**src/hmrfuc_pkg.sv**
```systemverilog
// Constants, field layout and load sequencer states of the hour meter,
// conversion ready flags and user control register group.
// Assumes the serial engine presents byte addresses as printed.
package hmrfuc_pkg;

    localparam logic [7:0] HMRFUC_OFS_HOURS_HIGH = 8'hFB;
    localparam logic [7:0] HMRFUC_OFS_HOURS_LOW = 8'hFC;
    localparam logic [7:0] HMRFUC_OFS_READY = 8'hFD;
    localparam logic [7:0] HMRFUC_OFS_USER = 8'hFE;

    localparam int HMRFUC_HOURS_FAULT_BIT = 7;
    localparam int HMRFUC_HOURS_HI_MSB = 6;
    localparam int HMRFUC_HOURS_WIDTH = 15;

    localparam int HMRFUC_READY_COUNT = 5;
    localparam int HMRFUC_READY_MSB = 7;
    localparam int HMRFUC_READY_LSB = 3;
    localparam logic [2:0] HMRFUC_READY_RSVD = 3'h0;

    localparam int HMRFUC_UC_MASK_BIT = 6;
    localparam int HMRFUC_UC_FLAG_BIT = 5;
    localparam int HMRFUC_UC_IE_BIT = 4;
    localparam int HMRFUC_UC_PSEL_MSB = 3;
    localparam int HMRFUC_UC_PSEL_LSB = 2;
    localparam int HMRFUC_UC_MSEL_MSB = 1;
    localparam int HMRFUC_UC_MSEL_LSB = 0;
    localparam logic [7:0] HMRFUC_UC_NV_MASK = 8'h5F;

    localparam logic [7:0] HMRFUC_HOURS_RESET = 8'h00;
    localparam logic [4:0] HMRFUC_READY_RESET = 5'h00;
    localparam logic [7:0] HMRFUC_UC_RESET = 8'h20;
    localparam logic [7:0] HMRFUC_NV_FACTORY = 8'h00;
    localparam logic [7:0] HMRFUC_RD_UNMAPPED = 8'h00;

    localparam int HMRFUC_NV_DEPTH = 4;
    localparam int HMRFUC_NV_AW = 2;
    localparam logic [1:0] HMRFUC_NV_HOURS_HI = 2'h0;
    localparam logic [1:0] HMRFUC_NV_HOURS_LO = 2'h1;
    localparam logic [1:0] HMRFUC_NV_USER = 2'h2;

    localparam logic [1:0] HMRFUC_SEL_ZERO = 2'h0;
    localparam logic [1:0] HMRFUC_SEL_ONE = 2'h1;
    localparam logic [1:0] HMRFUC_SEL_TWO = 2'h2;
    localparam logic [2:0] HMRFUC_ONEHOT_NONE = 3'h0;

    typedef enum logic [2:0] {
        HMRFUC_LD_HI = 3'b000,
        HMRFUC_LD_LO = 3'b001,
        HMRFUC_LD_UC = 3'b011,
        HMRFUC_LD_LAST = 3'b010,
        HMRFUC_RUN = 3'b110
    } hmrfuc_load_t;

endpackage

```
**src/hmrfuc_nv_store.sv**
```systemverilog
// Small non-volatile word store standing in for the device's EEPROM cells.
// Contents ignore srst; only factory_clear returns them to factory state.
`timescale 1ns/100ps
`default_nettype none
module hmrfuc_nv_store
    import hmrfuc_pkg::*;
(
    input wire logic clk_sys,
    input wire logic srst,
    input wire logic ce,
    input wire logic factory_clear,
    input wire logic wr_en,
    input wire logic [HMRFUC_NV_AW-1:0] wr_addr,
    input wire logic [7:0] wr_data,
    input wire logic rd_en,
    input wire logic [HMRFUC_NV_AW-1:0] rd_addr,
    output logic [7:0] rd_data
);

    logic [7:0] mem [0:HMRFUC_NV_DEPTH-1];

    // No reset here on purpose: the cells must survive every reset
    always_ff @(posedge clk_sys) begin
        if (ce) begin
            if (factory_clear) begin
                for (int i = 0; i < HMRFUC_NV_DEPTH; i++) begin
                    mem[i] <= HMRFUC_NV_FACTORY;
                end
            end else if (wr_en) begin
                mem[wr_addr] <= wr_data;
            end
        end
    end

    always_ff @(posedge clk_sys) begin
        if (srst) begin
            rd_data <= HMRFUC_NV_FACTORY;
        end else if (ce && rd_en) begin
            rd_data <= mem[rd_addr];
        end
    end

endmodule
`default_nettype wire

```
**src/hmrfuc_regs.sv**
```systemverilog
// Hour meter, conversion ready flags and user control register group.
// Assumes a serial engine on clk_sys that issues one-cycle byte strobes
// and reports reads of the result registers as one-cycle pulses.
// Operation
// - Hour count is fifteen bits, split high/low.
// - High byte bit seven flags corrupted hours.
// - Hour meter bytes live in non-volatile cells.
// - Factory state of both hour bytes is zero.
// - Finished conversion sets its data ready flag.
// - Reading a result clears only its flag.
// - Ready flags sit in bits seven to three.
// - Power selector picks one of three setpoints.
// - Modulation selector picks one of three setpoints.
// - Interrupt pin asserts only with global enable.
// - Writing enable high while asserted releases pin.
// - Power-on sets flag; mask raises an interrupt.
// - Reading user control clears flag and its interrupt.
// - Late mask with flag set asserts pin at once.
// - Mask, enable and selectors kept non-volatile.
// - Codes zero to two decode; three is reserved.
`timescale 1ns/100ps
`default_nettype none
module hmrfuc_regs
    import hmrfuc_pkg::*;
(
    input wire logic clk_sys,
    input wire logic srst,
    input wire logic ce,
    input wire logic factory_clear,
    input wire logic [7:0] reg_addr,
    input wire logic reg_wr,
    input wire logic reg_rd,
    input wire logic [7:0] reg_wdata,
    output logic reg_ready,
    output logic reg_hit,
    output logic reg_rvalid,
    output logic [7:0] reg_rdata,
    input wire logic [HMRFUC_READY_COUNT-1:0] conv_done,
    input wire logic [HMRFUC_READY_COUNT-1:0] result_read,
    input wire logic ext_int_pending,
    output logic int_n_out,
    output logic int_n_oe,
    output logic [HMRFUC_HOURS_WIDTH-1:0] hours_count,
    output logic hour_meter_fault,
    output logic [1:0] power_setpoint_select,
    output logic [1:0] modulation_setpoint_select,
    output logic [2:0] power_setpoint_onehot,
    output logic [2:0] modulation_setpoint_onehot
);

    hmrfuc_load_t load_reg;
    hmrfuc_load_t load_next;
    logic [7:0] hours_high_byte_reg;
    logic [7:0] hours_low_byte_reg;
    logic [HMRFUC_READY_COUNT-1:0] ready_reg;
    logic [HMRFUC_READY_COUNT-1:0] ready_next;
    logic [7:0] user_nv_reg;
    logic [7:0] user_nv_next;
    logic flag_reg;
    logic flag_next;
    logic squelch_reg;
    logic squelch_next;
    logic pending_reg;
    logic pending_next;
    logic int_oe_reg;
    logic int_oe_next;
    logic [7:0] rdata_reg;
    logic rvalid_reg;
    logic [2:0] psel_onehot_reg;
    logic [2:0] msel_onehot_reg;
    logic hit_hi;
    logic hit_lo;
    logic hit_ready;
    logic hit_user;
    logic wr_go;
    logic rd_go;
    logic [7:0] rd_mux;
    logic [7:0] user_view;
    logic nv_rd_en;
    logic [HMRFUC_NV_AW-1:0] nv_rd_addr;
    logic [7:0] nv_rd_data;
    logic nv_wr_en;
    logic [HMRFUC_NV_AW-1:0] nv_wr_addr;
    logic [7:0] nv_wr_data;
    hmrfuc_nv_store u_nv (
        .clk_sys(clk_sys),
        .srst(srst),
        .ce(ce),
        .factory_clear(factory_clear),
        .wr_en(nv_wr_en),
        .wr_addr(nv_wr_addr),
        .wr_data(nv_wr_data),
        .rd_en(nv_rd_en),
        .rd_addr(nv_rd_addr),
        .rd_data(nv_rd_data)
    );
    assign hit_hi = (reg_addr == HMRFUC_OFS_HOURS_HIGH);
    assign hit_lo = (reg_addr == HMRFUC_OFS_HOURS_LOW);
    assign hit_ready = (reg_addr == HMRFUC_OFS_READY);
    assign hit_user = (reg_addr == HMRFUC_OFS_USER);
    assign reg_hit = hit_hi | hit_lo | hit_ready | hit_user;
    // Host access waits until the cells have been copied to the shadows
    assign reg_ready = (load_reg == HMRFUC_RUN);
    assign wr_go = ce & reg_ready & reg_wr;
    assign rd_go = ce & reg_ready & reg_rd & ~reg_wr;
    // Load sequence after reset: read, then capture one word later
    always_comb begin
        load_next = load_reg;
        nv_rd_en = 1'b0;
        nv_rd_addr = HMRFUC_NV_HOURS_HI;
        unique case (load_reg)
            HMRFUC_LD_HI: begin
                nv_rd_en = 1'b1;
                nv_rd_addr = HMRFUC_NV_HOURS_HI;
                load_next = HMRFUC_LD_LO;
            end
            HMRFUC_LD_LO: begin
                nv_rd_en = 1'b1;
                nv_rd_addr = HMRFUC_NV_HOURS_LO;
                load_next = HMRFUC_LD_UC;
            end
            HMRFUC_LD_UC: begin
                nv_rd_en = 1'b1;
                nv_rd_addr = HMRFUC_NV_USER;
                load_next = HMRFUC_LD_LAST;
            end
            HMRFUC_LD_LAST: begin
                load_next = HMRFUC_RUN;
            end
            HMRFUC_RUN: begin
                load_next = HMRFUC_RUN;
            end
            default: begin
                load_next = HMRFUC_LD_HI;
            end
        endcase
    end

    always_ff @(posedge clk_sys) begin
        if (srst) begin
            load_reg <= HMRFUC_LD_HI;
        end else if (ce) begin
            // A factory clear reloads the shadows from the fresh cells
            load_reg <= factory_clear ? HMRFUC_LD_HI : load_next;
        end
    end
    // Every host write to a persistent byte goes straight to the cells
    always_comb begin
        nv_wr_en = wr_go & (hit_hi | hit_lo | hit_user);
        nv_wr_addr = HMRFUC_NV_HOURS_HI;
        nv_wr_data = reg_wdata;
        if (hit_lo) begin
            nv_wr_addr = HMRFUC_NV_HOURS_LO;
        end else if (hit_user) begin
            nv_wr_addr = HMRFUC_NV_USER;
            nv_wr_data = reg_wdata & HMRFUC_UC_NV_MASK;
        end
    end

    always_ff @(posedge clk_sys) begin
        if (srst) begin
            hours_high_byte_reg <= HMRFUC_HOURS_RESET;
        end else if (ce) begin
            if (load_reg == HMRFUC_LD_LO) begin
                hours_high_byte_reg <= nv_rd_data;
            end else if (wr_go && hit_hi) begin
                hours_high_byte_reg <= reg_wdata;
            end
        end
    end

    always_ff @(posedge clk_sys) begin
        if (srst) begin
            hours_low_byte_reg <= HMRFUC_HOURS_RESET;
        end else if (ce) begin
            if (load_reg == HMRFUC_LD_UC) begin
                hours_low_byte_reg <= nv_rd_data;
            end else if (wr_go && hit_lo) begin
                hours_low_byte_reg <= reg_wdata;
            end
        end
    end

    assign hours_count = {hours_high_byte_reg[HMRFUC_HOURS_HI_MSB:0],
        hours_low_byte_reg};
    assign hour_meter_fault = hours_high_byte_reg[HMRFUC_HOURS_FAULT_BIT];
    // A completion in the same cycle as a clear or a write wins
    always_comb begin
        if (wr_go && hit_ready) begin
            ready_next = reg_wdata[HMRFUC_READY_MSB:HMRFUC_READY_LSB];
        end else begin
            ready_next = ready_reg & ~result_read;
        end
        ready_next = ready_next | conv_done;
    end

    always_ff @(posedge clk_sys) begin
        if (srst) begin
            ready_reg <= HMRFUC_READY_RESET;
        end else if (ce) begin
            ready_reg <= ready_next;
        end
    end
    // Persistent user control bits and the power-on flag
    always_comb begin
        user_nv_next = user_nv_reg;
        if (load_reg == HMRFUC_LD_LAST) begin
            user_nv_next = nv_rd_data & HMRFUC_UC_NV_MASK;
        end else if (wr_go && hit_user) begin
            user_nv_next = reg_wdata & HMRFUC_UC_NV_MASK;
        end
    end

    always_ff @(posedge clk_sys) begin
        if (srst) begin
            user_nv_reg <= HMRFUC_UC_RESET & HMRFUC_UC_NV_MASK;
        end else if (ce) begin
            user_nv_reg <= user_nv_next;
        end
    end

    always_comb begin
        flag_next = flag_reg;
        if (wr_go && hit_user) begin
            flag_next = reg_wdata[HMRFUC_UC_FLAG_BIT];
        end else if (rd_go && hit_user) begin
            flag_next = 1'b0;
        end
    end

    // srst is the power-on event, so it is what raises the flag
    always_ff @(posedge clk_sys) begin
        if (srst) begin
            flag_reg <= HMRFUC_UC_RESET[HMRFUC_UC_FLAG_BIT];
        end else if (ce) begin
            flag_reg <= flag_next;
        end
    end

    // Interrupt sources, quieting and the open-drain pin
    always_comb begin
        pending_next = (flag_next & user_nv_next[HMRFUC_UC_MASK_BIT])
            | ext_int_pending;
        squelch_next = squelch_reg;
        if (wr_go & hit_user & reg_wdata[HMRFUC_UC_IE_BIT] & int_oe_reg) begin
            squelch_next = 1'b1;
        end else if (!pending_next || (pending_next && !pending_reg)) begin
            // A fresh source after quieting may assert the pin again
            squelch_next = 1'b0;
        end
        int_oe_next = user_nv_next[HMRFUC_UC_IE_BIT] & pending_next
            & ~squelch_next;
    end

    always_ff @(posedge clk_sys) begin
        if (srst) begin
            pending_reg <= 1'b0;
            squelch_reg <= 1'b0;
        end else if (ce) begin
            pending_reg <= pending_next;
            squelch_reg <= squelch_next;
        end
    end

    always_ff @(posedge clk_sys) begin
        if (srst) begin
            int_oe_reg <= 1'b0;
        end else if (ce) begin
            int_oe_reg <= int_oe_next;
        end
    end

    assign int_n_out = 1'b0;
    assign int_n_oe = int_oe_reg;
    // Selectors; code three drives no setpoint rather than guessing one
    assign power_setpoint_select =
        user_nv_reg[HMRFUC_UC_PSEL_MSB:HMRFUC_UC_PSEL_LSB];
    assign modulation_setpoint_select =
        user_nv_reg[HMRFUC_UC_MSEL_MSB:HMRFUC_UC_MSEL_LSB];
    function automatic logic [2:0] hmrfuc_decode(input logic [1:0] sel);
        logic [2:0] onehot;
        onehot = HMRFUC_ONEHOT_NONE;
        unique case (sel)
            HMRFUC_SEL_ZERO: onehot = 3'h1;
            HMRFUC_SEL_ONE: onehot = 3'h2;
            HMRFUC_SEL_TWO: onehot = 3'h4;
            default: onehot = HMRFUC_ONEHOT_NONE;
        endcase
        return onehot;
    endfunction
    always_ff @(posedge clk_sys) begin
        if (srst) begin
            psel_onehot_reg <= HMRFUC_ONEHOT_NONE;
            msel_onehot_reg <= HMRFUC_ONEHOT_NONE;
        end else if (ce) begin
            psel_onehot_reg <= hmrfuc_decode(user_nv_next[HMRFUC_UC_PSEL_MSB:
                HMRFUC_UC_PSEL_LSB]);
            msel_onehot_reg <= hmrfuc_decode(user_nv_next[HMRFUC_UC_MSEL_MSB:
                HMRFUC_UC_MSEL_LSB]);
        end
    end

    assign power_setpoint_onehot = psel_onehot_reg;
    assign modulation_setpoint_onehot = msel_onehot_reg;
    // Read path; reserved bits return zero
    always_comb begin
        user_view = user_nv_reg;
        user_view[HMRFUC_UC_FLAG_BIT] = flag_reg;
        rd_mux = HMRFUC_RD_UNMAPPED;
        if (hit_hi) begin
            rd_mux = hours_high_byte_reg;
        end else if (hit_lo) begin
            rd_mux = hours_low_byte_reg;
        end else if (hit_ready) begin
            rd_mux = {ready_reg, HMRFUC_READY_RSVD};
        end else if (hit_user) begin
            rd_mux = user_view;
        end
    end

    always_ff @(posedge clk_sys) begin
        if (srst) begin
            rdata_reg <= HMRFUC_RD_UNMAPPED;
            rvalid_reg <= 1'b0;
        end else if (ce) begin
            rvalid_reg <= rd_go;
            if (rd_go) begin
                rdata_reg <= rd_mux;
            end
        end
    end

    assign reg_rdata = rdata_reg;
    assign reg_rvalid = rvalid_reg;
endmodule
`default_nettype wire

```
**config.mk**
```make
export PLATFORM = sky130hd
export DESIGN_NAME = hmrfuc_regs
export DESIGN_NICKNAME = d
export VERILOG_FILES = /design/src/hmrfuc_pkg.sv /design/src/hmrfuc_nv_store.sv /design/src/hmrfuc_regs.sv
export SDC_FILE = /design/constraint.sdc
export NUM_CORES = 1
export LEC_CHECK = 0
export ABC_AREA = 1
export CAP_MARGIN = 20
export CORE_ASPECT_RATIO = 1.4
export CORE_UTILIZATION = 43
export DETAILED_ROUTE_END_ITERATION = 7
export DONT_BUFFER_PORTS = 1
export PLACE_DENSITY = 0.63
export SLEW_MARGIN = 20
export SYNTH_ARGS = -nofsm -noshare
export SYNTH_HDL_FRONTEND = slang
export SYNTH_SLANG_ARGS = --single-unit
```
**constraint.sdc**
```tcl
create_clock -name clk_sys -period 2.4 [get_ports clk_sys]
set_clock_uncertainty 0.05 [all_clocks]
set_input_delay 0.24 -clock clk_sys [delete_from_list [all_inputs] [get_ports clk_sys]]
set_output_delay 0.24 -clock clk_sys [all_outputs]
set_load 0.02 [all_outputs]
```
==> Yosys cells after proc, flatten, opt, wreduce, memory -nomap -nowiden <==
Memories as Yosys holds them, arrays and structs flattened. A register that Yosys moved wholly into a read port is not among the register bits.
Cells that the tools add are included.
Widths: inputs -> output; s select.
{ "totals": {"ram_bits": 32, "register_bits": 51, "word_cells": 106, "memories": 1} }
{ "classes": {"n_mux": 35, "n_bitwise": 21, "eq_ne": 12, "reduce_logical": 23} }
{ "mem_list": {"columns": ["name", "depth", "width", "read_ports", "rd_ports_with_merged_regs", "wr", "line_no", "rtl"], "rows": [
  ["u_nv.mem", 4, 8, 1, 1, 4, "hmrfuc_nv_store.sv:20", "logic [7:0] mem [0:HMRFUC_NV_DEPTH-1];"]
]} }
{ "ops": {"columns": ["op", "count"], "rows": [
  ["$mux 8", 13],
  ["$eq 8x8->1 const B", 4],
  ["$pmux 3 s3", 2],
  ["$mux 1", 13],
  ["$pmux 3 s4", 1],
  ["$and 1x1->1", 11],
  ["$reduce_and 2->1", 4],
  ["$reduce_or 8->1", 1],
  ["$logic_and 1x1->1", 7],
  ["$eq 3x2->1 const B", 2],
  ["$mux 2", 3],
  ["$reduce_bool 2->1", 3],
  ["$and 5x5->5", 1],
  ["$mux 5", 1],
  ["$not 5->5", 1],
  ["$or 1x1->1", 5],
  ["$or 5x5->5", 1],
  ["$eq 2x1->1 const B", 2],
  ["$eq 2x2->1 const B", 2],
  ["$logic_not 2->1", 2],
  ["$pmux 2 s2", 1],
  ["$eq 3x1->1 const B", 1],
  ["$eq 3x3->1 const B", 1],
  ["$logic_not 3->1", 1],
  ["other kinds (6)", 8]
]} }

==> Longest topological paths before layout <==
{ "logic_depth": {"depth_word": 15, "mapped_depth": 14, "mapped_depth_nobuf": 14} }

==> Hierarchy <==
A second synthesis with hierarchy kept.
{ "unflattened": {"cells_unflattened": 556, "hier_area_um2": 4266.6} }
{ "modules_own_cells": {"columns": ["module", "area_each_um2", "seq_area_each_um2", "cells_each", "n_inst"], "rows": [
  ["hmrfuc_regs", 2518.7, 980.9, 378, 1],
  ["hmrfuc_nv_store", 1747.9, 1121.1, 178, 1]
]} }

==> Worst setup path before layout <==
No wires, ideal clock.
{ "synth_timing": {"path_type": "register -> register", "startpoint": "reg load_reg[2]", "endpoint": "mem u_nv.mem[0][0], enable pin", "stages_incl_launch_ff": 7, "setup_slack_ns": 0.270, "arrival_time_ns": 1.696, "n_path_buf": 0, "required_ns": 1.966, "cell_sequence": "dfxtp_1 nand4_2 nor2_4 nand3_1 nor2_1 inv_2 o21ai_0"} }
{ "synth_rtl": {"columns": ["item", "line_no", "rtl"], "rows": [
  ["from (decl)", "hmrfuc_regs.sv:51", "hmrfuc_load_t load_reg;"],
  ["from (signal assigned)", "hmrfuc_regs.sv:144", "load_reg <= factory_clear ? HMRFUC_LD_HI : load_next;"],
  ["to (decl)", "hmrfuc_nv_store.sv:20", null]
]} }

==> metrics.md <==
| Metric | Value |
|---|---|
| Status | `finished, final reports clean` |
| Worst reg2reg path startpoint | `load_reg[2]$_SDFFE_PP0P_` |
| Fin crit share | `79.6%` |
| WP data arrival | `1.87 ns` |
| Top Family by Delay on Critical Path | `simple AND/OR/NAND/NOR gates` |
| Gr usage total | `24.1%` |
| Psw | `706 µW` |
| Netlist Area Pre-Place | `3790 µm²` |
| Setup Slack @ Placement | `0.347 ns` |
| Cells after Synth | `490` |
| RR Endpoint | `u_nv.mem[1][2]$_SDFFCE_PN0P_` |
| CTS H-tree lvls | `3` |
| Buf/Inv on CP | `1` |
| Cts bufs inserted | `9` |
| Clk sinks | `81` |
| Row count | `40` |
| Slew HR | `42.7%` |
| Post-Route WL | `10,500 µm` |
| Detail Route Antenna Nets | `0` |
| Max Slew Vio Count | `0` |
| GR Overflow Total | `0` |
| Largest net degree at the start of global routing | `31` |
| Worst path slowest cell | `dfxtp_1` |
| Worst Path Max Fanout | `8` |
| Die height | `113 µm` |
| Most frequent cells in the layout | `nand2_1 (96), nor2_1 (59), inv_1 (57), dfxtp_1 (57), o21ai_0 (39)` |
| Initial antenna violation count | `0` |
| TritonCTS clock tree | `done` |
| Share of cells above drive strength 1 | `7.66%` |
| Latest clock arrival within the worst-skew pair | `0.34 ns` |
| Comb power frac | `6.3%` |
| CP Launch Type | `flop` |
| DR iter-0 viols | `246` |
| Power Density | `697 nW/µm²` |
| Reg-to-reg setup timing slack | `0.49 ns` |
| Required @ worst endpoint | `2.36 ns` |
| Global-route wire length before repair | `16,100 µm` |
| Vias in the first global route | `3,188` |
| Finish-stage setup viols | `0` |
| CP endpoint kind | `flop` |
| Reg clk slew, reported paths | `0.06 ns` |
| Drt pass-1 iters | `5` |
| Final net count | `524` |
| Placer congestion estimate | `0.933` |
| Critical Path Sink | `u_nv.mem[1][2]$_SDFFCE_PN0P_` |
| Largest register FFs | `24` |
| Yosys reg bits | `81` |
| Syn avg cell area | `7.73 µm²` |
| CP peak stage delay | `0.42 ns` |
| Least-Margin Pin Slew | `0.856 ns` |
| Filler cells | `826` |
| IO Port Bufs | `0` |
| Clock share of power | `42.3%` |
| Detailed Place HPWL | `7750 µm` |
| Library cells used by synthesis | `29` |
| Post-CTS setup buffer count | `0` |
| Routed len/inst | `17.4 µm` |
| Root Driver | `clkbuf_16` |
| Die width | `81.3 µm` |
| DRC | `0` |
| Final Util | `48.9%` |
| CP Cell Sequence | `nand4_2 -> nor2_4 -> nand3_1 -> inv_1 -> nand2_1 -> nand2_1` |
| Diode count | `0` |
| PnR worst setup slack | `0.490 ns` |
| Int Pwr | `2210 µW` |
| Crit. path cell count | `6` |
| Fmax | `0.523 GHz` |
| Max VDD drop | `0.000387 V` |
| Total Power | `2920 µW` |
| Seq/Total Area, Yosys | `49.2%` |
| Syn-to-layout area delta | `10.4%` |
| Via-to-Cell Ratio | `5.48` |
| Min Tclk post-route | `1.91 ns` |
| Setup TNS | `0 ns` |
| WS Path Type | `flop to flop` |
| Share of power burned in registers | `51.3%` |
| R2R depth | `6` |
| Final Non-Filler Cells | `601` |
| Switching Fraction | `24.2%` |
| Leakage power | `0.00173 µW` |
| Most flop-heavy register | `u_nv.mem` |
| Placed cells | `578` |
| Initial Utilization | `44.3%` |
| Crit path launch | `load_reg[2]$_SDFFE_PP0P_` |
| Leading cell type in the layout, fill and taps excluded | `nand2_1` |
| Die ar. | `9190 µm²` |
| Vias | `3,292` |
| CTS max path bufs | `2` |
| Cell mode on critical path | `nand2_1` |
| Core Region | `8560 µm²` |
| HP Class | `input pin to flop` |
| Final hold vios | `0` |
| Ys Warns | `0` |
| I/O Pins | `72` |
| RSZ-0062 raised after global routing | `false` |
| Max cap viols | `0` |
==> stage by stage <==
stage	instance area [µm²]	hold slack [ns]
after CTS	4180	0.000951
after global routing	4180	0.00897
after detailed placement	3850	0.264
after floorplan	3790	0.334
final	4180	0.00600
after global placement	3850	0.261
==> cell usage after synthesis, drive strengths merged <==
master   n  area (µm²)
a211oi   8        60.1
a21oi   31         155
a221oi   9        78.8
a22o     1        8.76
a31oi   12        75.1
a41oi    4        35.0
buf     12        78.8
clkbuf  14        52.6
conb     1        3.75
dfxtp   57        1140
edfxtp  24         721
inv     65         244
nand2   97         372
nand3   15        75.1
nand4    2        18.8
nor2    68         288
nor3     9        45.0
o211ai  11        82.6
o21ai   48         240
o22ai    1        6.26
or2      1        6.26
==> tightest hold or removal path: stages <==
cell and delay [ns]:
nor2_1 0.02, nand2_1 0.05, inv_1 0.03
==> power groups by stage <==
| stage | combinational, µW | sequential [µW] | clock (µW) |
|---|---|---|---|
| floorplan | 143 | 1510 | 0 |
| global placement | 164 | 1520 | 0 |
| detailed placement | 167 | 1530 | 0 |
| CTS | 184 | 1500 | 1250 |
| global route | 207 | 1500 | 1320 |
| finish | 185 | 1500 | 1230 |
==> area by class of cell <==
type                            count  area [µm²]  area share, %
Tap cell                          105         131           3.14
Clock buffer                       11         233           5.57
Multi-Input combinational cell    320        1560           37.3
Clock inverter                      5        31.3          0.748
Timing Repair Buffer               14         123           2.93
Sequential cell                    81        1860           44.5
Inverter                           65         244           5.83
==> timing repair <==
item                                   CTS  global route
gates resized for setup                  0             0
endpoints found under the hold margin   28             0
hold buffers                             7             0
setup endpoints to repair                0             0
==> layer usage <==
metal  part of all wire, %  vias up  global-route usage [%]
li1                      -     1638                       -
met1                    40     1523                    27.4
met2                    51      109                    40.6
met3                   5.6       22                    6.37
met4                   3.5        0                    12.3
met5                     0        -                       0
==> worst min path at each step <==
| stage | start | endpoint | slack (ns) | cells after the start |
|---|---|---|---|---|
| after floorplan | reg_wdata[5] | hours_high_byte_reg[5]$_SDFFE_PP0P_ | 0.33 | 2 |
| after global placement | srst | user_nv_reg[4]$_SDFFE_PP0P_ | 0.26 | 1 |
| after detailed placement | srst | ready_reg[1]$_SDFFE_PP0P_ | 0.26 | 1 |
| after CTS | srst | squelch_reg$_SDFFE_PP0P_ | 0.001 | 3 |
| after global routing | reg_wdata[1] | hours_low_byte_reg[1]$_SDFFE_PP0P_ | 0.009 | 2 |
| final | srst | squelch_reg$_SDFFE_PP0P_ | 0.006 | 3 |
==> cells by family (layout without fill, tap and decap cells) <==
family,Yosys count,count (layout),share of synthesized area (%)
simple gates,192,192,21.2
compound gates,125,125,19.6
flops,81,81,49.2
buf+inv,91,95,9.91
other cells,1,3,0.0990
Note: power is estimated with default switching activity, not from simulation.
